**config.mk**
```make
export PLATFORM = sky130hd
export DESIGN_NAME = rtsq_sequencer
export DESIGN_NICKNAME = d
export VERILOG_FILES = /design/src/logic/rtsq_pkg.sv /design/src/logic/rtsq_sequencer.sv
export VERILOG_INCLUDE_DIRS = /design/src /design/src/logic
export SDC_FILE = /design/constraint.sdc
export NUM_CORES = 1
export LEC_CHECK = 0
export ABC_AREA = 1
export BUFFER_PORTS_ARGS = -buffer_cell sky130_fd_sc_hd__buf_2
export CORE_MARGIN = 3
export CORE_UTILIZATION = 50
export DETAILED_ROUTE_END_ITERATION = 8
export HOLD_SLACK_MARGIN = 0.06
export PLACE_DENSITY = 0.65
export SLEW_MARGIN = 10
export SYNTH_ARGS = -nofsm -noshare
export SYNTH_HDL_FRONTEND = slang
export SYNTH_SLANG_ARGS = --single-unit
```
**constraint.sdc**
```tcl
create_clock -name CLK_IN -period 5.26 [get_ports CLK_IN]
set_clock_uncertainty 0.15 [all_clocks]
set_input_delay 1.052 -clock CLK_IN [delete_from_list [all_inputs] [get_ports CLK_IN]]
set_output_delay 1.052 -clock CLK_IN [all_outputs]
set_load 0.1 [all_outputs]
```
**src/logic/rtsq_defines.svh**
```systemverilog
// timing counts, widths and reset values of the reset sequencer
// assumes a 125 MHz system clock and inclusion by bare name
`ifndef RTSQ_DEFINES_SVH
`define RTSQ_DEFINES_SVH

`define RTSQ_CLK_MHZ 125
`define RTSQ_POWERUP_DELAY_TIMER_MS 72
`define RTSQ_POWERUP_DELAY_TIMER_CYC (`RTSQ_POWERUP_DELAY_TIMER_MS * 1000 * `RTSQ_CLK_MHZ)
`define RTSQ_POWERUP_DELAY_TIMER_W 24
`define RTSQ_OST_CYC 11'h400
`define RTSQ_OST_W 11
`define RTSQ_MASTER_CLEAR_N_FILT_NS 200
`define RTSQ_MASTER_CLEAR_N_FILT_CYC \
  ((`RTSQ_MASTER_CLEAR_N_FILT_NS * `RTSQ_CLK_MHZ + 999) / 1000)
`define RTSQ_BOD_MIN_NS 100
`define RTSQ_BOD_MIN_CYC \
  ((`RTSQ_BOD_MIN_NS * `RTSQ_CLK_MHZ + 999) / 1000)
`define RTSQ_FILT_W 8
`define RTSQ_TO_RST 1'b1
`define RTSQ_PD_RST 1'b1
`define RTSQ_POR_FLAG_RST 1'b0

`endif

```
**src/logic/rtsq_pkg.sv**
```systemverilog
// types of the reset and time-out sequencer
// assumes nothing beyond the defines header
package rtsq_pkg;

  typedef enum logic [2:0] {
    RTSQ_SLOW_CRYSTAL = 3'h0,
    RTSQ_MID_CRYSTAL = 3'h1,
    RTSQ_FAST_CRYSTAL = 3'h2,
    RTSQ_EXT_CLOCK_IN = 3'h3,
    RTSQ_INTERNAL_OSC_IO = 3'h4,
    RTSQ_INTERNAL_OSC_DIVIDED_CLOCK_OUT = 3'h5,
    RTSQ_RC_OSC_IO = 3'h6,
    RTSQ_RC_OSC_DIVIDED_CLOCK_OUT = 3'h7
  } rtsq_osc_mode_t;

  // fixed configuration bits
  typedef struct packed {
    logic brownout_enable_cfg;
    logic ext_reset_pin_select;
    logic powerup_delay_cfg;
    rtsq_osc_mode_t osc_mode;
  } rtsq_cfg_t;

  // one-hot record of the last reset cause
  typedef struct packed {
    logic power_on;
    logic wdt_run;
    logic wdt_sleep;
    logic pin_run;
    logic pin_sleep;
    logic brownout;
  } rtsq_cause_t;

  typedef enum logic [4:0] {
    RTSQ_ST_RUN = 5'h01,
    RTSQ_ST_HOLD = 5'h02,
    RTSQ_ST_POWERUP_DELAY_TIMER = 5'h04,
    RTSQ_ST_OST = 5'h08,
    RTSQ_ST_PIN = 5'h10
  } rtsq_state_t;

endpackage

```
**src/logic/rtsq_sequencer.sv**
```systemverilog
// reset merge, power-up delay, oscillator start-up count, clock out
// assumes all inputs synchronous to CLK_IN; RST_N_IN is the power-on pulse
`timescale 1ns/1ns
`include "rtsq_defines.svh"

// Contract
// - clock-out pin gives clock divided by four
// - six reset causes are told apart
// - reset-insensitive registers see no reset here
// - other registers reset on every real reset
// - watchdog wake from sleep resets nothing
// - expired and sleep flags mark reset cause
// - reset pin filtered against short pulses
// - watchdog reset never drives the pin
// - config chooses pin or internal inactive tie
// - select one means pin, zero means I/O
// - power-on holds reset until supply good
// - falling supply never re-triggers power-on
// - 72 ms delay after power-on or brown-out
// - delay config set disables the delay
// - 1024 oscillator cycles after the delay
// - start-up count: crystal modes, power-on, wake
// - brown-out config bit enables detection
// - brown-out resets after minimum duration
// - hold below release level, then delay
// - dip during delay restarts the delay
// - delay then start-up count; none in ext-clock
// - time-outs run regardless of reset pin
// - power-on flag cleared only by power-on
module rtsq_sequencer #(
  parameter int POWERUP_CYCLES = `RTSQ_POWERUP_DELAY_TIMER_CYC
) (
  // clock, reset, enable
  input wire logic CLK_IN,
  input wire logic RST_N_IN,
  input wire logic CE_IN,
  // configuration
  input wire rtsq_pkg::rtsq_cfg_t CFG_IN,
  // pins and monitors
  input wire logic MASTER_CLEAR_N_IN,
  input wire logic SUPPLY_GOOD_IN,
  input wire logic BROWNOUT_LOW_IN,
  input wire logic ABOVE_RELEASE_IN,
  input wire logic OSC_INPUT_IN,
  // core events
  input wire logic WDT_EXPIRE_IN,
  input wire logic SLEEP_IN,
  input wire logic POR_FLAG_SET_IN,
  // reset and status
  output logic CORE_RESET_N_OUT,
  output logic WAKE_RESUME_OUT,
  output rtsq_pkg::rtsq_cause_t RESET_CAUSE_OUT,
  output logic WATCHDOG_EXPIRED_FLAG_OUT,
  output logic SLEEP_ENTERED_FLAG_OUT,
  output logic POWER_ON_FLAG_OUT,
  // divided clock pin
  output logic DIVIDED_CLOCK_OUT,
  output logic DIVIDED_CLOCK_OE_OUT
);

  localparam logic [`RTSQ_FILT_W-1:0] MASTER_CLEAR_N_FILT =
    `RTSQ_FILT_W'(`RTSQ_MASTER_CLEAR_N_FILT_CYC);
  localparam logic [`RTSQ_FILT_W-1:0] BOD_MIN =
    `RTSQ_FILT_W'(`RTSQ_BOD_MIN_CYC);
  localparam logic [`RTSQ_POWERUP_DELAY_TIMER_W-1:0] POWERUP_DELAY_TIMER_LAST =
    `RTSQ_POWERUP_DELAY_TIMER_W'(POWERUP_CYCLES - 1);
  localparam logic [`RTSQ_OST_W-1:0] OST_LAST = `RTSQ_OST_CYC - 11'h001;

  function automatic logic [`RTSQ_FILT_W-1:0] filt_step(
    input logic active, input logic [`RTSQ_FILT_W-1:0] cnt,
    input logic [`RTSQ_FILT_W-1:0] lim);
    if (!active) filt_step = '0;
    else if (cnt >= lim) filt_step = lim;
    else filt_step = cnt + `RTSQ_FILT_W'(1);
  endfunction

  function automatic logic is_crystal(input rtsq_pkg::rtsq_osc_mode_t m);
    is_crystal = (m == rtsq_pkg::RTSQ_SLOW_CRYSTAL) ||
                 (m == rtsq_pkg::RTSQ_MID_CRYSTAL) ||
                 (m == rtsq_pkg::RTSQ_FAST_CRYSTAL);
  endfunction

  // filters and level trackers
  logic [`RTSQ_FILT_W-1:0] master_clear_n_cnt_reg, master_clear_n_cnt_next;
  logic [`RTSQ_FILT_W-1:0] bod_cnt_reg, bod_cnt_next;
  logic master_clear_n_low_reg, master_clear_n_low_next;
  logic bod_trip_reg, bod_trip_next;
  logic por_seen_reg, por_seen_next;
  logic osc_prev_reg, osc_prev_next;
  logic sleep_prev_reg, sleep_prev_next;
  logic master_clear_n_raw, bod_raw, osc_rise;

  // pin tied inactive inside when the select bit is zero
  assign master_clear_n_raw = CFG_IN.ext_reset_pin_select &&
                    !MASTER_CLEAR_N_IN;
  assign bod_raw = CFG_IN.brownout_enable_cfg &&
                   BROWNOUT_LOW_IN;
  assign osc_rise = OSC_INPUT_IN && !osc_prev_reg;

  always_comb begin
    master_clear_n_cnt_next = filt_step(master_clear_n_raw, master_clear_n_cnt_reg, MASTER_CLEAR_N_FILT);
    master_clear_n_low_next = (master_clear_n_cnt_next == MASTER_CLEAR_N_FILT);
    bod_cnt_next = filt_step(bod_raw, bod_cnt_reg, BOD_MIN);
    bod_trip_next = (bod_cnt_next == BOD_MIN);
    // once up, a falling supply is left to the brown-out detector
    por_seen_next = por_seen_reg || SUPPLY_GOOD_IN;
    osc_prev_next = OSC_INPUT_IN;
    sleep_prev_next = SLEEP_IN;
  end

  always_ff @(posedge CLK_IN or negedge RST_N_IN) begin
    if (!RST_N_IN) begin
      master_clear_n_cnt_reg <= '0;
      bod_cnt_reg <= '0;
      master_clear_n_low_reg <= 1'b0;
      bod_trip_reg <= 1'b0;
      por_seen_reg <= 1'b0;
      osc_prev_reg <= 1'b0;
      sleep_prev_reg <= 1'b0;
    end else if (CE_IN) begin
      master_clear_n_cnt_reg <= master_clear_n_cnt_next;
      bod_cnt_reg <= bod_cnt_next;
      master_clear_n_low_reg <= master_clear_n_low_next;
      bod_trip_reg <= bod_trip_next;
      por_seen_reg <= por_seen_next;
      osc_prev_reg <= osc_prev_next;
      sleep_prev_reg <= sleep_prev_next;
    end
  end

  // sequencer state
  rtsq_pkg::rtsq_state_t state_reg, state_next;
  logic [`RTSQ_POWERUP_DELAY_TIMER_W-1:0] powerup_delay_timer_cnt_reg, powerup_delay_timer_cnt_next;
  logic [`RTSQ_OST_W-1:0] ost_cnt_reg, ost_cnt_next;
  logic pwr_kind_reg, pwr_kind_next;
  logic por_kind_reg, por_kind_next;
  logic wake_reg, wake_next;
  logic wake_pulse_next, core_run_next;
  rtsq_pkg::rtsq_cause_t cause_next;
  logic to_next, pd_next, por_flag_next;
  logic supply_ok, ost_needed, divided_clock_out_sel;

  assign supply_ok = por_seen_reg && !bod_trip_reg &&
    (!CFG_IN.brownout_enable_cfg || ABOVE_RELEASE_IN);
  assign ost_needed = is_crystal(CFG_IN.osc_mode) &&
                      (por_kind_reg || wake_reg);

  always_comb begin
    state_next = state_reg;
    powerup_delay_timer_cnt_next = '0;
    ost_cnt_next = '0;
    pwr_kind_next = pwr_kind_reg;
    por_kind_next = por_kind_reg;
    wake_next = wake_reg;
    wake_pulse_next = 1'b0;
    cause_next = RESET_CAUSE_OUT;
    to_next = WATCHDOG_EXPIRED_FLAG_OUT;
    pd_next = SLEEP_ENTERED_FLAG_OUT;
    // software set loses to nothing: only power-on clears the flag
    por_flag_next = POWER_ON_FLAG_OUT || POR_FLAG_SET_IN;
    unique case (state_reg)
      rtsq_pkg::RTSQ_ST_RUN: begin
        if (SLEEP_IN && !sleep_prev_reg) begin
          to_next = 1'b1;
          pd_next = 1'b0;
        end
        if (bod_trip_reg) begin
          state_next = rtsq_pkg::RTSQ_ST_HOLD;
          pwr_kind_next = 1'b1;
          por_kind_next = 1'b0;
          cause_next = '{brownout: 1'b1, default: 1'b0};
          to_next = 1'b1;
          pd_next = 1'b1;
        end else if (master_clear_n_low_reg) begin
          state_next = rtsq_pkg::RTSQ_ST_PIN;
          pwr_kind_next = 1'b0;
          por_kind_next = 1'b0;
          cause_next = '{pin_sleep: SLEEP_IN, pin_run: !SLEEP_IN,
                         default: 1'b0};
          if (SLEEP_IN) begin
            to_next = 1'b1;
            pd_next = 1'b0;
          end
        end else if (WDT_EXPIRE_IN && SLEEP_IN) begin
          to_next = 1'b0;
          pd_next = 1'b0;
          cause_next = '{wdt_sleep: 1'b1, default: 1'b0};
          // wake is a resumption: core reset stays released
          if (is_crystal(CFG_IN.osc_mode)) begin
            state_next = rtsq_pkg::RTSQ_ST_OST;
            wake_next = 1'b1;
          end else begin
            wake_pulse_next = 1'b1;
          end
        end else if (WDT_EXPIRE_IN) begin
          // internal only: the pin is an input and never driven
          state_next = rtsq_pkg::RTSQ_ST_PIN;
          pwr_kind_next = 1'b0;
          por_kind_next = 1'b0;
          cause_next = '{wdt_run: 1'b1, default: 1'b0};
          to_next = 1'b0;
        end
      end
      rtsq_pkg::RTSQ_ST_HOLD: begin
        if (supply_ok) begin
          if (pwr_kind_reg && !CFG_IN.powerup_delay_cfg)
            state_next = rtsq_pkg::RTSQ_ST_POWERUP_DELAY_TIMER;
          else if (ost_needed)
            state_next = rtsq_pkg::RTSQ_ST_OST;
          else
            state_next = rtsq_pkg::RTSQ_ST_PIN;
        end
      end
      rtsq_pkg::RTSQ_ST_POWERUP_DELAY_TIMER: begin
        // pin level ignored here so time-outs run from power-up
        if (!supply_ok) begin
          state_next = rtsq_pkg::RTSQ_ST_HOLD;
          cause_next = '{brownout: 1'b1, default: 1'b0};
        end else if (powerup_delay_timer_cnt_reg == POWERUP_DELAY_TIMER_LAST) begin
          state_next = ost_needed ? rtsq_pkg::RTSQ_ST_OST
                                  : rtsq_pkg::RTSQ_ST_PIN;
        end else begin
          powerup_delay_timer_cnt_next = powerup_delay_timer_cnt_reg + `RTSQ_POWERUP_DELAY_TIMER_W'(1);
        end
      end
      rtsq_pkg::RTSQ_ST_OST: begin
        ost_cnt_next = ost_cnt_reg;
        if (!supply_ok && !wake_reg) begin
          state_next = rtsq_pkg::RTSQ_ST_HOLD;
        end else if (osc_rise) begin
          if (ost_cnt_reg == OST_LAST) begin
            state_next = wake_reg ? rtsq_pkg::RTSQ_ST_RUN
                                  : rtsq_pkg::RTSQ_ST_PIN;
            wake_pulse_next = wake_reg;
            wake_next = 1'b0;
          end else begin
            ost_cnt_next = ost_cnt_reg + `RTSQ_OST_W'(1);
          end
        end
      end
      rtsq_pkg::RTSQ_ST_PIN: begin
        if (!supply_ok)
          state_next = rtsq_pkg::RTSQ_ST_HOLD;
        else if (!master_clear_n_low_reg)
          state_next = rtsq_pkg::RTSQ_ST_RUN;
      end
    endcase
    // reset-insensitive storage takes no reset from this block
    core_run_next = (state_next == rtsq_pkg::RTSQ_ST_RUN) ||
                    wake_next;
  end

  always_ff @(posedge CLK_IN or negedge RST_N_IN) begin
    if (!RST_N_IN) begin
      state_reg <= rtsq_pkg::RTSQ_ST_HOLD;
      powerup_delay_timer_cnt_reg <= '0;
      ost_cnt_reg <= '0;
      pwr_kind_reg <= 1'b1;
      por_kind_reg <= 1'b1;
      wake_reg <= 1'b0;
      CORE_RESET_N_OUT <= 1'b0;
      WAKE_RESUME_OUT <= 1'b0;
      RESET_CAUSE_OUT <= '{power_on: 1'b1, default: 1'b0};
      WATCHDOG_EXPIRED_FLAG_OUT <= `RTSQ_TO_RST;
      SLEEP_ENTERED_FLAG_OUT <= `RTSQ_PD_RST;
      POWER_ON_FLAG_OUT <= `RTSQ_POR_FLAG_RST;
    end else if (CE_IN) begin
      state_reg <= state_next;
      powerup_delay_timer_cnt_reg <= powerup_delay_timer_cnt_next;
      ost_cnt_reg <= ost_cnt_next;
      pwr_kind_reg <= pwr_kind_next;
      por_kind_reg <= por_kind_next;
      wake_reg <= wake_next;
      CORE_RESET_N_OUT <= core_run_next;
      WAKE_RESUME_OUT <= wake_pulse_next;
      RESET_CAUSE_OUT <= cause_next;
      WATCHDOG_EXPIRED_FLAG_OUT <= to_next;
      SLEEP_ENTERED_FLAG_OUT <= pd_next;
      POWER_ON_FLAG_OUT <= por_flag_next;
    end
  end

  // divided clock: free-running so a mode change glitches at most once
  logic [1:0] div_cnt_reg, div_cnt_next;
  logic div_out_next, div_oe_next;

  assign divided_clock_out_sel = (CFG_IN.osc_mode == rtsq_pkg::RTSQ_INTERNAL_OSC_DIVIDED_CLOCK_OUT)
                   || (CFG_IN.osc_mode == rtsq_pkg::RTSQ_RC_OSC_DIVIDED_CLOCK_OUT);

  always_comb begin
    div_cnt_next = div_cnt_reg + 2'h1;
    div_out_next = divided_clock_out_sel && div_cnt_next[1];
    div_oe_next = divided_clock_out_sel;
  end

  always_ff @(posedge CLK_IN or negedge RST_N_IN) begin
    if (!RST_N_IN) begin
      div_cnt_reg <= 2'h0;
      DIVIDED_CLOCK_OUT <= 1'b0;
      DIVIDED_CLOCK_OE_OUT <= 1'b0;
    end else if (CE_IN) begin
      div_cnt_reg <= div_cnt_next;
      DIVIDED_CLOCK_OUT <= div_out_next;
      DIVIDED_CLOCK_OE_OUT <= div_oe_next;
    end
  end

  chk_divided_clock_out_period: assert property (
    @(posedge CLK_IN) disable iff (!RST_N_IN)
    (divided_clock_out_sel && CE_IN)[*4] |->
      DIVIDED_CLOCK_OUT != $past(DIVIDED_CLOCK_OUT, 2))
    else $error("divided clock does not toggle every two cycles");

  chk_wdt_cause: assert property (
    @(posedge CLK_IN) disable iff (!RST_N_IN)
    state_reg == rtsq_pkg::RTSQ_ST_RUN && CE_IN && WDT_EXPIRE_IN &&
      !SLEEP_IN && !bod_trip_reg && !master_clear_n_low_reg |=>
      RESET_CAUSE_OUT.wdt_run && !WATCHDOG_EXPIRED_FLAG_OUT &&
      !CORE_RESET_N_OUT)
    else $error("watchdog reset not recorded");

  chk_wake_no_reset: assert property (
    @(posedge CLK_IN) disable iff (!RST_N_IN)
    state_reg == rtsq_pkg::RTSQ_ST_RUN && CE_IN && WDT_EXPIRE_IN &&
      SLEEP_IN && !bod_trip_reg && !master_clear_n_low_reg |=>
      CORE_RESET_N_OUT && !SLEEP_ENTERED_FLAG_OUT)
    else $error("watchdog wake caused a reset");

  chk_pin_filter: assert property (
    @(posedge CLK_IN) disable iff (!RST_N_IN)
    $rose(master_clear_n_low_reg) |-> $past(master_clear_n_cnt_reg) == MASTER_CLEAR_N_FILT - 8'h01)
    else $error("pin reset accepted before filter time");

  chk_delay_restart: assert property (
    @(posedge CLK_IN) disable iff (!RST_N_IN)
    state_reg == rtsq_pkg::RTSQ_ST_POWERUP_DELAY_TIMER && CE_IN && !supply_ok |=>
      state_reg == rtsq_pkg::RTSQ_ST_HOLD && powerup_delay_timer_cnt_reg == '0)
    else $error("supply dip did not restart power-up delay");

  chk_delay_length: assert property (
    @(posedge CLK_IN) disable iff (!RST_N_IN)
    state_reg == rtsq_pkg::RTSQ_ST_POWERUP_DELAY_TIMER && CE_IN && supply_ok &&
      state_next != rtsq_pkg::RTSQ_ST_POWERUP_DELAY_TIMER |-> powerup_delay_timer_cnt_reg == POWERUP_DELAY_TIMER_LAST)
    else $error("power-up delay ended at wrong count");

  chk_ost_length: assert property (
    @(posedge CLK_IN) disable iff (!RST_N_IN)
    state_reg == rtsq_pkg::RTSQ_ST_OST && CE_IN && osc_rise &&
      (supply_ok || wake_reg) &&
      state_next != rtsq_pkg::RTSQ_ST_OST |-> ost_cnt_reg == OST_LAST)
    else $error("start-up count ended early");

  chk_release_clean: assert property (
    @(posedge CLK_IN) disable iff (!RST_N_IN)
    $rose(CORE_RESET_N_OUT) |-> $past(supply_ok) && !$past(master_clear_n_low_reg))
    else $error("core released while a reset source is active");

  chk_por_flag: assert property (
    @(posedge CLK_IN) disable iff (!RST_N_IN)
    $rose(POWER_ON_FLAG_OUT) |-> $past(POR_FLAG_SET_IN))
    else $error("power-on flag set without software");

  chk_bod_off: assert property (
    @(posedge CLK_IN) disable iff (!RST_N_IN)
    (!CFG_IN.brownout_enable_cfg)[*2] |-> !bod_trip_reg)
    else $error("brown-out tripped while disabled");

endmodule // rtsq_sequencer

```
== After elaboration in Yosys (flattened, before gate mapping) ==
Cells that the tools add are included.

* Output and inout port bits: 13
* Register bits after elaboration: 79

* Mux-type cells: 66
* Eq/ne operators: 20
* Magnitude comparators: 2
* Reduce and logical (&&, ||, !) cells: 35
* Add/subtract/negate cells: 5

{| class="wikitable"
|+ Operator list
! cell !! count
|-
| $mux W5 || 16
|-
| $mux W24 || 3
|-
| $mux W11 || 4
|-
| $mux W8 || 4
|-
| $mux W1 || 30
|-
| $mux W6 || 5
|-
| $pmux W5 S5 || 1
|-
| $add A24 B1 Y24 const B || 1
|-
| $eq A24 B24 Y1 const B || 1
|-
| $add A8 B1 Y8 const B || 2
|-
| $pmux W6 S2 || 1
|-
| $reduce_and A4 Y1 || 3
|-
| $add A11 B1 Y11 const B || 1
|-
| $eq A11 B10 Y1 const B || 1
|-
| $logic_and A1 B1 Y1 || 11
|-
| $eq A5 B1 Y1 const B || 2
|-
| $logic_not A1 Y1 || 9
|-
| $eq A8 B4 Y1 const B || 1
|-
| $eq A8 B5 Y1 const B || 1
|-
| $ge A8 B4 Y1 const B || 1
|-
| $ge A8 B5 Y1 const B || 1
|-
| $logic_or A1 B1 Y1 || 8
|-
| $ne A2 B2 Y1 const B || 4
|-
| $eq A3 B3 Y1 const B || 2
|-
| other kinds (14) || 15
|}

== Logic depth before layout (Yosys ltp) ==
Gate-level depths: netlist of run 1.

* Depth in word-level cells: 10
* Gate-level depth with buffers: 13

== Worst setup path before layout of run 1 ==
OpenSTA, ideal clock, no wires.

* Path kind: input to register
* Start point: input port CE_IN
* End point: register RESET_CAUSE_OUT[1] (netlist bit)
* Stages: 7
* Library setup time: 0.095 ns
* Slack: 3.023 ns
* Path buffers: 1
* Required time: 5.015 ns
* Arrival: 1.991 ns
* Cells stage by stage: buf_2 > clkinv_1 > a21oi_2 > nand2_2 > inv_2 > nand3_4 > o31ai_1

* Cells in the longest elaborated chain, start to end: 1

{| class="wikitable"
|+ RTL lines
! what !! line !! text
|-
| start: declaration || rtsq_sequencer.sv:36 || <nowiki>input wire logic CE_IN,</nowiki>
|-
| $reduce_and A4 Y1 (no line) || -- ||
|-
| end signal: assignment || rtsq_sequencer.sv:276 || <nowiki>RESET_CAUSE_OUT <= cause_next;</nowiki>
|-
| end: declaration || rtsq_sequencer.sv:52 || <nowiki>output rtsq_pkg::rtsq_cause_t RESET_CAUSE_OUT,</nowiki>
|}

Every way passes these cells.
A chain may end at the register's enable or synchronous reset.

== Worst setup path after layout of run 1 ==
* Start point: register WATCHDOG_EXPIRED_FLAG_OUT
* End point: output port WATCHDOG_EXPIRED_FLAG_OUT

{| class="wikitable"
|+ RTL lines
! what !! line !! text
|-
| start: declaration || rtsq_sequencer.sv:53 || <nowiki>output logic WATCHDOG_EXPIRED_FLAG_OUT,</nowiki>
|-
| start signal: assignment || rtsq_sequencer.sv:264 || <nowiki>WATCHDOG_EXPIRED_FLAG_OUT <= `RTSQ_TO_RST;</nowiki>
|-
| start signal: assignment || rtsq_sequencer.sv:277 || <nowiki>WATCHDOG_EXPIRED_FLAG_OUT <= to_next;</nowiki>
|}

No word-level cell between the ends.

==> out/metrics.yaml, run 1 <==
status: "finished clean"
syn_nets: 600
cts.path.max_buffers: 2
insertedDiodeCount: 0
routed_via_density: 5.32
setup_tns_ns: 0
cts_resized: 0
place_inst: 706
yosysWarnings: 0
wl_mm: 9.77
cp.arrival_ns: 1.31
worst_pin_slew_ns: 0.960
rows: 34
crit_path_end_kind: "output port"
synth.avg_cell_area_sq_um: 7.87
h-tree-depth: 3
die_x_um: 101
antenna_found_initial: 0
largest_reg_flops: 24
start_util_pct: 51.6
p_per_area_mw_per_mm2: 353
p_leak_nw: 2.29
crit_path_top_delay_cell: "dfstp_2"
critical_path.max_fanout: 2
ys_ff_latch: 79
postRouteAntennaNets: 0
dominantRegCellSynth: "dfrtp_1"
finalCritPeriodShare_pct: 47.7
slew_viol_final: 0
clock-sinks: 79
crit_chain: "buf_2"
drive_gt1_share_pct: 16.1
layout.cells.non_filler: 722
cts_made_buffers: 9
hold_viol: 0
grt_pass1_vias: 3602
finalWeightedCongestion: 0.946
numPortBuffers: 29
slowest_delay_ns: 0.53
io_pins: 30
layout.nets: 634
worstSetupStartpointType: "flop"
synthArstFlopShare_pct: 100
ys_types: 46
dr.pass1.iters: 4
fmax_mhz: 399
period_needed_ns: 2.51
cts.clk_slew.worst_paths_ns: 0.08
rsz0062_at_grt: "false"
ir_drop_uv: 188
syn_inst: 575
critical_path_class: "reg2out"
relSlewSlack_pct: 36.0
drv_cap: 0
worstHoldPathType: "reg2reg"
grt_usage_pct: 20.6
dr.first_iter.drc_count: 182
crit_required_ns: 4.06
layout_commonest_cell: "nand2_1"
overflow: 0
die_h_um: 101
fillers: 830
drc: 0
synthToLayoutAreaGrowth_pct: 10.2
dpl.hpwl_mm: 7.13
crit_family: "flip-flops"
root_buffer: "clkbuf_8"
grt_pass1_wl_mm: 16.8
path_buf_inv: 1
synth_area_sq_mm: 0.00452
cts_setup_buffers: 0
insertion_delay_ns: 0.36
post_drt_wl_per_cell_um: 13.5
setup_violations: 0
synth_seq_area_share_pct: 43.9
synth_edf_count: 0
core_sq_mm: 0.00876
grt_max_degree: 80
die_area_sq_mm: 0.0102
cts_tree: "built"
layout_common_cells: "nand2_1 (111), dfrtp_1 (73), inv_1 (71)"
postCtsHoldBufs: 0
vias: 3839
synthesized netlist by cell type (3+ instances only):
cell type / count / area [sq um]
xor2_1: 11 / 96.3
nor2_1: 64 / 240
buf_2: 3 / 15.0
dfstp_2: 6 / 158
xnor2_1: 9 / 78.8
ha_1: 8 / 100
o22ai_1: 5 / 31.3
nand3_2: 4 / 40.0
nor2_4: 4 / 45.0
o21ai_0: 40 / 200
clkbuf_1: 3 / 11.3
nor3_1: 11 / 55.1
inv_2: 9 / 33.8
nand2_2: 6 / 37.5
o31ai_1: 8 / 60.1
inv_1: 71 / 267
nand2_4: 3 / 33.8
a31oi_1: 3 / 18.8
o21ai_1: 5 / 25.0
a21oi_1: 19 / 95.1
o21a_1: 3 / 22.5
nand4_1: 19 / 119
dfrtp_1: 73 / 1830
nand3_1: 41 / 205
nor2_2: 9 / 56.3
nand2_1: 111 / 417
per-layer routing:
metal	routed length, um	up-vias	GRT usage, %
li1	-	1958	-
met1	4760	1778	29.0
met2	4380	87	31.7
met3	431	16	3.74
met4	192	0	7.87
met5	0	-	0
path summary, 6_finish.rpt:
kind,endpoint,cells past startpoint,slack (ns),from
max,WATCHDOG_EXPIRED_FLAG_OUT,1,2.75,WATCHDOG_EXPIRED_FLAG_OUT$_DFFE_PN1P_
min,por_kind_reg$_DFFE_PN1P_,2,0.30,por_kind_reg$_DFFE_PN1P_
max reg2reg,powerup_delay_timer_cnt_reg[16]$_DFFE_PN0P_,12,3.30,powerup_delay_timer_cnt_reg[0]$_DFFE_PN0P_
min reg2reg,por_kind_reg$_DFFE_PN1P_,2,0.30,por_kind_reg$_DFFE_PN1P_
max in group asynchronous,CORE_RESET_N_OUT$_DFFE_PN0P_,1,3.65,RST_N_IN
min in group asynchronous,RESET_CAUSE_OUT[2]$_DFFE_PN0P_,1,0.70,RST_N_IN
per-stage QoR:
stage / util, % / total power [mW] / setup slack, ns / hold WS [ns] / area [sq um]
detailed placement: 54.6 / 1.32 / 2.51 / 0.286 / 4790
CTS: 56.9 / 1.78 / 2.73 / 0.299 / 4980
global route: 56.9 / 1.87 / 2.72 / 0.322 / 4980
finish: 56.9 / 1.76 / 2.75 / 0.299 / 4980
global placement: 54.6 / 1.31 / 2.59 / 0.280 / 4790
floorplan: - / 1.20 / 3.02 / 0.271 / 4520
power breakdown:
part / switching, mW / internal, mW
clock network: 0.232 / 0.220
registers: 0.0584 / 0.687
logic: 0.434 / 0.130
logic make-up (layout without fill, tap and decap cells):
group | count (synthesis) | count (layout) | synth area share (%)
XOR/XNOR | 20 | 20 | 3.87
AND/OR/NAND/NOR | 283 | 283 | 30.3
AO/OA/AOI/OAI | 93 | 93 | 11.9
adder cells (fa/ha/maj) | 8 | 8 | 2.21
flip-flops | 79 | 79 | 43.9
buffers and inverters | 92 | 131 | 7.83
layout make-up:
| class | count | area [sq um] | share of cell area (%) |
|---|---|---|---|
| clock buffers | 9 | 124 | 2.49 |
| clock inverters | 7 | 72.6 | 1.46 |
| multi-input cells | 404 | 2180 | 43.8 |
| well taps | 108 | 135 | 2.71 |
| repair buffers | 32 | 170 | 3.41 |
| flip-flops and latches | 79 | 1980 | 39.8 |
| inverters | 83 | 313 | 6.28 |
Note: power is estimated with default switching activity, not from simulation.
==> inputs of run 2 (changes only) <==
--- a/config.mk
+++ b/config.mk
@@ -6,7 +6,7 @@
 export SDC_FILE = /design/constraint.sdc
 export NUM_CORES = 1
 export LEC_CHECK = 0
-export ABC_AREA = 1
+export ABC_AREA = 0
 export BUFFER_PORTS_ARGS = -buffer_cell sky130_fd_sc_hd__buf_2
 export CORE_MARGIN = 3
 export CORE_UTILIZATION = 50
==> constraint.sdc (replaced) <==
create_clock -name CLK_IN -period 2.6 [get_ports CLK_IN]
set_clock_uncertainty 0.15 [all_clocks]
set_input_delay 0.52 -clock CLK_IN [delete_from_list [all_inputs] [get_ports CLK_IN]]
set_output_delay 0.52 -clock CLK_IN [all_outputs]
set_load 0.1 [all_outputs]
==> run 2 against run 1 <==
  * Synthesized area is 2.7% lower
  * Combinational power is 90% higher
  * Register-to-register slack worse by 3.1 ns
  * Sequential cell count stayed put
  * Clock power is 84% higher
  * Clock-buffer cell count is 2 higher
  * Wire length is 1.7% higher
  * Sequential power is 89% higher
  * First-iteration DRC count is 1.1% higher
  * Final area is 1.5% lower
  * Critical path depth is 6 higher
  * Critical endpoint is now powerup_delay_timer_cnt_reg[17]$_DFFE_PN0P_
==> out/metrics.yaml, run 2 <==
io_pins: 30  # unchanged
synth_most_common_cell: "dfrtp_1"
cts_tree: "built"
critical_path_class: "reg2reg"
core_sq_mm: 0.00838  # -4.4%
netlist_top_cells_count: "dfrtp_1 (73), nand2_1 (63), nor2_1 (46)"
finalWeightedCongestion: 0.921  # -2.6%
cts_setup_buffers: 0  # unchanged
insertion_delay_ns: 0.35  # about the same
p_leak_nw: 2.15  # -6.0%
status: "finished clean"
numPortBuffers: 29  # unchanged
ys_ff_latch: 79  # unchanged
dr.first_iter.drc_count: 184  # +1.1%
grt.met1_usage_pct: 30.6  # +1.7 points
rows: 33  # -2.9%
routed_via_density: 5.84  # +9.8%
grt_use_met3_pct: 2.99  # -0.75 points
grt_max_degree: 41  # -49%
die_x_um: 99.8  # -1.3%
ir_drop_uv: 519  # +180%
final_area_sq_mm: 0.00491  # -1.5%
drc: 0  # unchanged
synthToLayoutAreaGrowth_pct: 11.5
ys_types: 57  # +24%
layout.cells.non_filler: 637  # -12%
p_comb_share_pct: 32.3  # +0.3 points
swShare_pct: 37.9  # -3.3 points
dominantRegCellSynth: "dfrtp_1"
netSwitchingPower_mw: 1.25  # +73%
worstHoldPathType: "in2reg"
synthArstFlopShare_pct: 100  # unchanged
dr.pass1.iters: 5  # +1
cts.path.max_buffers: 2  # unchanged
post_drt_wl_per_cell_um: 15.6  # +15%
overflow: 0  # unchanged
grt_pass1_vias: 3517  # -2.4%
postRouteAntennaNets: 0  # unchanged
cts_made_buffers: 9  # unchanged
setup_tns_ns: 0  # unchanged
cts.clk_slew.worst_paths_ns: 0.08  # about the same
synth_seq_area_share_pct: 45.1  # +1.2 points
worst_pin_slew_ns: 0.585  # -0.375 ns
vias: 3720  # -3.1%
relSlewSlack_pct: 60.5  # +24 points
startpoint: "powerup_delay_timer_cnt_reg[9]$_DFFE_PN0P_"
yosysWarnings: 0  # unchanged
grt_usage_pct: 21.4  # +0.78 points
root_buffer: "clkbuf_8"
antenna_found_initial: 0  # unchanged
busiest_layer: "met2"
syn_inst: 493  # -14%
rsz0062_at_grt: "false"
seqPwrFrac_pct: 42.6  # +0.3 points
largest_reg_flops: 24  # unchanged
cp.arrival_ns: 2.50  # +1.19 ns
synth_top_area_share_pct: 41.5  # +1.1 points
clock-sinks: 79  # unchanged
dpl.hpwl_mm: 7.02  # -1.6%
layout_common_cells: "dfrtp_1 (73), nand2_1 (63), nor2_1 (46)"
placed_cell_area_sq_mm: 0.00471  # -1.6%
synth.avg_cell_area_sq_um: 8.93  # +14%
layout_commonest_cell: "dfrtp_1"
start_util_pct: 52.5  # +0.92 points
die_h_um: 99.8  # -1.3%
drv_cap: 0  # unchanged
finalCritPeriodShare_pct: 92.9
h-tree-depth: 3  # unchanged
drive_gt1_share_pct: 16.0  # -0.15 points
p_per_area_mw_per_mm2: 673  # +90%
use_met2_pct: 32.9  # +1.1 points
synth_edf_count: 0  # unchanged
insertedDiodeCount: 0  # unchanged
wl_mm: 9.93  # +1.7%
syn_nets: 518  # -14%
period_needed_ns: 2.42
slew_viol_final: 0  # unchanged
synth_top_cell_by_area: "dfrtp_1"
worstSetupStartpointType: "flop"
power.internal_mw: 2.05  # +98%
crit_path_end_kind: "flop"
synth_area_sq_mm: 0.00440  # -2.7%
setup_violations: 0  # unchanged
synth_area_leaders: "dfrtp_1 (41%), nand2_1 (5.4%), nor2_1 (3.9%), dfstp_2 (3.6%), a21oi_1 (3.4%)"
hold_viol: 0  # unchanged
crit_required_ns: 2.68  # -1.38 ns
grt_pass1_wl_mm: 17.1  # +1.6%
critical_path.max_fanout: 19  # +17
layout.nets: 552  # -13%
rr_startpoint: "powerup_delay_timer_cnt_reg[9]$_DFFE_PN0P_"
clkPwrFrac_pct: 25.1  # -0.6 points
place_inst: 620  # -12%
min_from: "POR_FLAG_SET_IN"
worst_hold_slack_ns: 0.219  # -0.0797 ns
die_area_sq_mm: 0.00997  # -2.5%
fmax_mhz: 414
## run 2: cell types whose count changed in the layout (fill, tap and decap cells not counted), sizes merged, moves of 8 or more
cell,change
nand3,-24
nand2b,+10
a21oi,+10
buf,+15
and3,+10
nor2b,+15
nor2,-31
nand4,-13
nand2,-56
inv,-67
o2bb2ai,+8
## run 2: worst paths after layout
path / end / cells past startpoint / slack (ns)
min in group asynchronous: powerup_delay_timer_cnt_reg[13]$_DFFE_PN0P_ / 2 / 0.54
worst max-delay path: powerup_delay_timer_cnt_reg[17]$_DFFE_PN0P_ / 7 / 0.18
worst min register to register: POWER_ON_FLAG_OUT$_DFFE_PN0P_ / 1 / 0.31
max in group asynchronous: RESET_CAUSE_OUT[5]$_DFFE_PN1P_ / 3 / 1.10
worst max register to register: powerup_delay_timer_cnt_reg[17]$_DFFE_PN0P_ / 7 / 0.18
worst min-delay path: POWER_ON_FLAG_OUT$_DFFE_PN0P_ / 2 / 0.22
## run 2: final cells by class
cell class	instances	area (sq um)
sequential	79	1980
clock buffer	11	141
inverter	15	61.3
timing repair buffer	48	318
multi-input combinational	374	2240
tap	105	131
fill	761	3470
clock inverter	5	33.8
## run 2: power by group through the flow
stage               Clock [mW]  Sequential [mW]  Combinational, mW
floorplan                    0             1.71              0.520
global placement             0             1.43               1.05
detailed placement           0             1.43               1.06
CTS                      0.857             1.41               1.06
global route             0.906             1.43               1.15
finish                   0.830             1.41               1.07
## run 2: logic make-up (layout without fill, tap and decap cells)
kind of cell / count (synthesis) / count (layout) / share of synthesized area, %
fa+ha+maj: 8 / 8 / 2.27
simple gates: 224 / 224 / 25.7
mux: 9 / 9 / 2.19
compound gates: 118 / 118 / 17.4
buf+inv: 40 / 79 / 4.38
flops: 79 / 79 / 45.1
xor+xnor: 15 / 15 / 2.98
## run 2: metrics by stage
stage	setup slack (ns)	total power, mW	util (%)
after floorplan	0.312	2.23	-
after global placement	0.223	2.47	56.2
after detailed placement	0.154	2.49	56.2
after CTS	0.137	3.33	58.4
after global routing	0.0281	3.48	58.6
final	0.184	3.30	58.6
## run 2: layer usage
layer | vias up | wire (um)
li1 | 1819 | -
met1 | 1782 | 4670
met2 | 105 | 4630
met3 | 14 | 436
met4 | 0 | 188
met5 | - | 0
## run 2: what timing repair did
action,in CTS,in global routing
setup endpoints to repair,0,2
hold buffers,1,0
gates resized for setup,0,2
hold endpoints to repair,39,0
## run 2: worst max-delay path, cell delays in order, from the launching register on
cell	delay, ns
dfrtp_1	0.44
nor4b_1	0.44
nand4_1	0.26
o31ai_4	0.40
buf_12	0.20
clkinv_4	0.06
nor2_1	0.24
nor2_1	0.09
==> inputs of run 3 (changes only) <==
--- a/config.mk
+++ b/config.mk
@@ -10,6 +10,7 @@
 export BUFFER_PORTS_ARGS = -buffer_cell sky130_fd_sc_hd__buf_2
 export CORE_MARGIN = 3
 export CORE_UTILIZATION = 50
+export CTS_BUF_LIST = sky130_fd_sc_hd__clkbuf_8
 export DETAILED_ROUTE_END_ITERATION = 8
 export HOLD_SLACK_MARGIN = 0.06
 export PLACE_DENSITY = 0.65
==> run 3 against run 2 <==
  * Register-to-register slack hardly changed
  * Critical path type unchanged
  * Setup slack lost 0.010 ns
  * Sequential power hardly changed
  * Final area stayed put
  * Final cell count unchanged
==> out/metrics.yaml, run 3 (synthesized netlist as in run 2, its figures left out) <==
status: "finished clean"
final_area_sq_mm: 0.00491  # unchanged
grt_usage_pct: 21.4  # unchanged
layout_commonest_cell: "dfrtp_1"
setup_violations: 0  # unchanged
cts_tree: "built"
fmax_mhz: 412  # -0.41%
crit_path_end_kind: "flop"
relSlewSlack_pct: 60.5  # unchanged
dr.pass1.iters: 5  # unchanged
placed_cell_area_sq_mm: 0.00471  # unchanged
drc: 0  # unchanged
postRouteAntennaNets: 0  # unchanged
finalCritPeriodShare_pct: 93.3  # +0.39 points
worst_pin_slew_ns: 0.585  # +0.000000119 ns
insertion_delay_ns: 0.35  # about the same
slew_viol_final: 0  # unchanged
crit_path_top_delay_cell: "nor4b_1"
critPathMostFrequentCell: "nor2_1"
antenna_found_initial: 0  # unchanged
core_sq_mm: 0.00838  # unchanged
clock-sinks: 79  # unchanged
cts_made_buffers: 9  # unchanged
dpl.hpwl_mm: 7.02  # unchanged
vias: 3719  # -0.027%
dr.first_iter.drc_count: 179  # -2.7%
hold_viol: 0  # unchanged
ff2ff_path_depth: 7  # unchanged
slowest_delay_ns: 0.45  # about the same
worstSetupStartpointType: "flop"
synthToLayoutAreaGrowth_pct: 11.5  # unchanged
layout_common_cells: "dfrtp_1 (73), nand2_1 (63), nor2_1 (46)"
largest_reg_flops: 24  # unchanged
grt_pass1_vias: 3517  # unchanged
cts_setup_buffers: 0  # unchanged
cp.depth: 7  # unchanged
finalWeightedCongestion: 0.921  # unchanged
critical_path.max_fanout: 19  # unchanged
hold_path_depth: 2  # unchanged
p_per_area_mw_per_mm2: 672  # about the same
rsz0062_at_grt: "false"
post_drt_wl_per_cell_um: 15.6  # about the same
worstHoldPathType: "in2reg"
wl_mm: 9.93  # about the same
die_h_um: 99.8  # unchanged
die_area_sq_mm: 0.00997  # unchanged
cp.arrival_ns: 2.51  # about the same
insertedDiodeCount: 0  # unchanged
setup_tns_ns: 0  # unchanged
grt_max_degree: 41  # unchanged
numPortBuffers: 29  # unchanged
drive_gt1_share_pct: 16.0  # unchanged
cts.clk_slew.worst_paths_ns: 0.08  # about the same
ir_drop_uv: 519  # about the same
crit_chain: "nor4b_1, nand4_1, o31ai_4, buf_12, clkinv_4, nor2_1, nor2_1"
crit_required_ns: 2.68  # about the same
critical_path_class: "reg2reg"
start_util_pct: 52.5  # unchanged
rows: 33  # unchanged
period_needed_ns: 2.43  # +0.0100 ns
routed_via_density: 5.84  # about the same
crit_family: "simple AND/OR/NAND/NOR gates"
root_buffer: "clkbuf_8"
layout.nets: 552  # unchanged
h-tree-depth: 3  # unchanged
p_leak_nw: 2.16  # +0.19%
drv_cap: 0  # unchanged
die_x_um: 99.8  # unchanged
cts.path.max_buffers: 2  # unchanged
io_pins: 30  # unchanged
grt_pass1_wl_mm: 17.1  # unchanged
overflow: 0  # unchanged
path_buf_inv: 2  # unchanged
## run 3: cell types whose count changed in the layout (fill, tap and decap cells not counted)
cell and change:
inv_1 +1, clkbuf_1 -1
## run 3: cell type report
cell class	count	area (sq um)
Sequential cell	79	1980
Clock inverter	6	37.5
Multi-Input combinational cell	374	2240
Fill cell	761	3470
Clock buffer	10	138
Timing Repair Buffer	48	318
Inverter	15	61.3
Tap cell	105	131
## run 3: per-stage QoR
stage	power (mW)	setup slack, ns	hold slack (ns)	utilization, %	cells
2_1_floorplan	2.23	0.312	0.0744	-	493
5_1_grt	3.48	0.0281	0.223	58.6	637
3_5_place_dp	2.49	0.154	0.294	56.2	620
6_report	3.30	0.174	0.219	58.6	637
3_3_place_gp	2.47	0.223	0.285	56.2	620
4_1_cts	3.32	0.137	0.203	58.4	637
## run 3: what timing repair did
item | 4_1_cts | 5_1_grt
endpoints found under the hold margin | 39 | 0
hold buffers | 1 | 0
endpoints found under the setup margin | 0 | 2
gates resized for setup | 0 | 2
## run 3: routing by layer
layer,global-route usage (%),part of all wire [%]
met1,30.6,47
met2,32.9,46
met3,2.99,4.4
met4,8.51,2.0
met5,0,0
## run 3: final timing paths
kind | start | to | slack [ns]
worst max-delay path | powerup_delay_timer_cnt_reg[9]$_DFFE_PN0P_ | powerup_delay_timer_cnt_reg[17]$_DFFE_PN0P_ | 0.17
worst min-delay path | POR_FLAG_SET_IN | POWER_ON_FLAG_OUT$_DFFE_PN0P_ | 0.22
worst max register to register | powerup_delay_timer_cnt_reg[9]$_DFFE_PN0P_ | powerup_delay_timer_cnt_reg[17]$_DFFE_PN0P_ | 0.17
worst min register to register | POWER_ON_FLAG_OUT$_DFFE_PN0P_ | POWER_ON_FLAG_OUT$_DFFE_PN0P_ | 0.31
max in group asynchronous | RST_N_IN | RESET_CAUSE_OUT[5]$_DFFE_PN1P_ | 1.10
min in group asynchronous | RST_N_IN | powerup_delay_timer_cnt_reg[13]$_DFFE_PN0P_ | 0.54
## run 3: power by group
group          total [mW]  internal, mW  switching, mW
registers            1.41          1.34         0.0665
clock network       0.826         0.368          0.458
logic                1.07         0.340          0.728
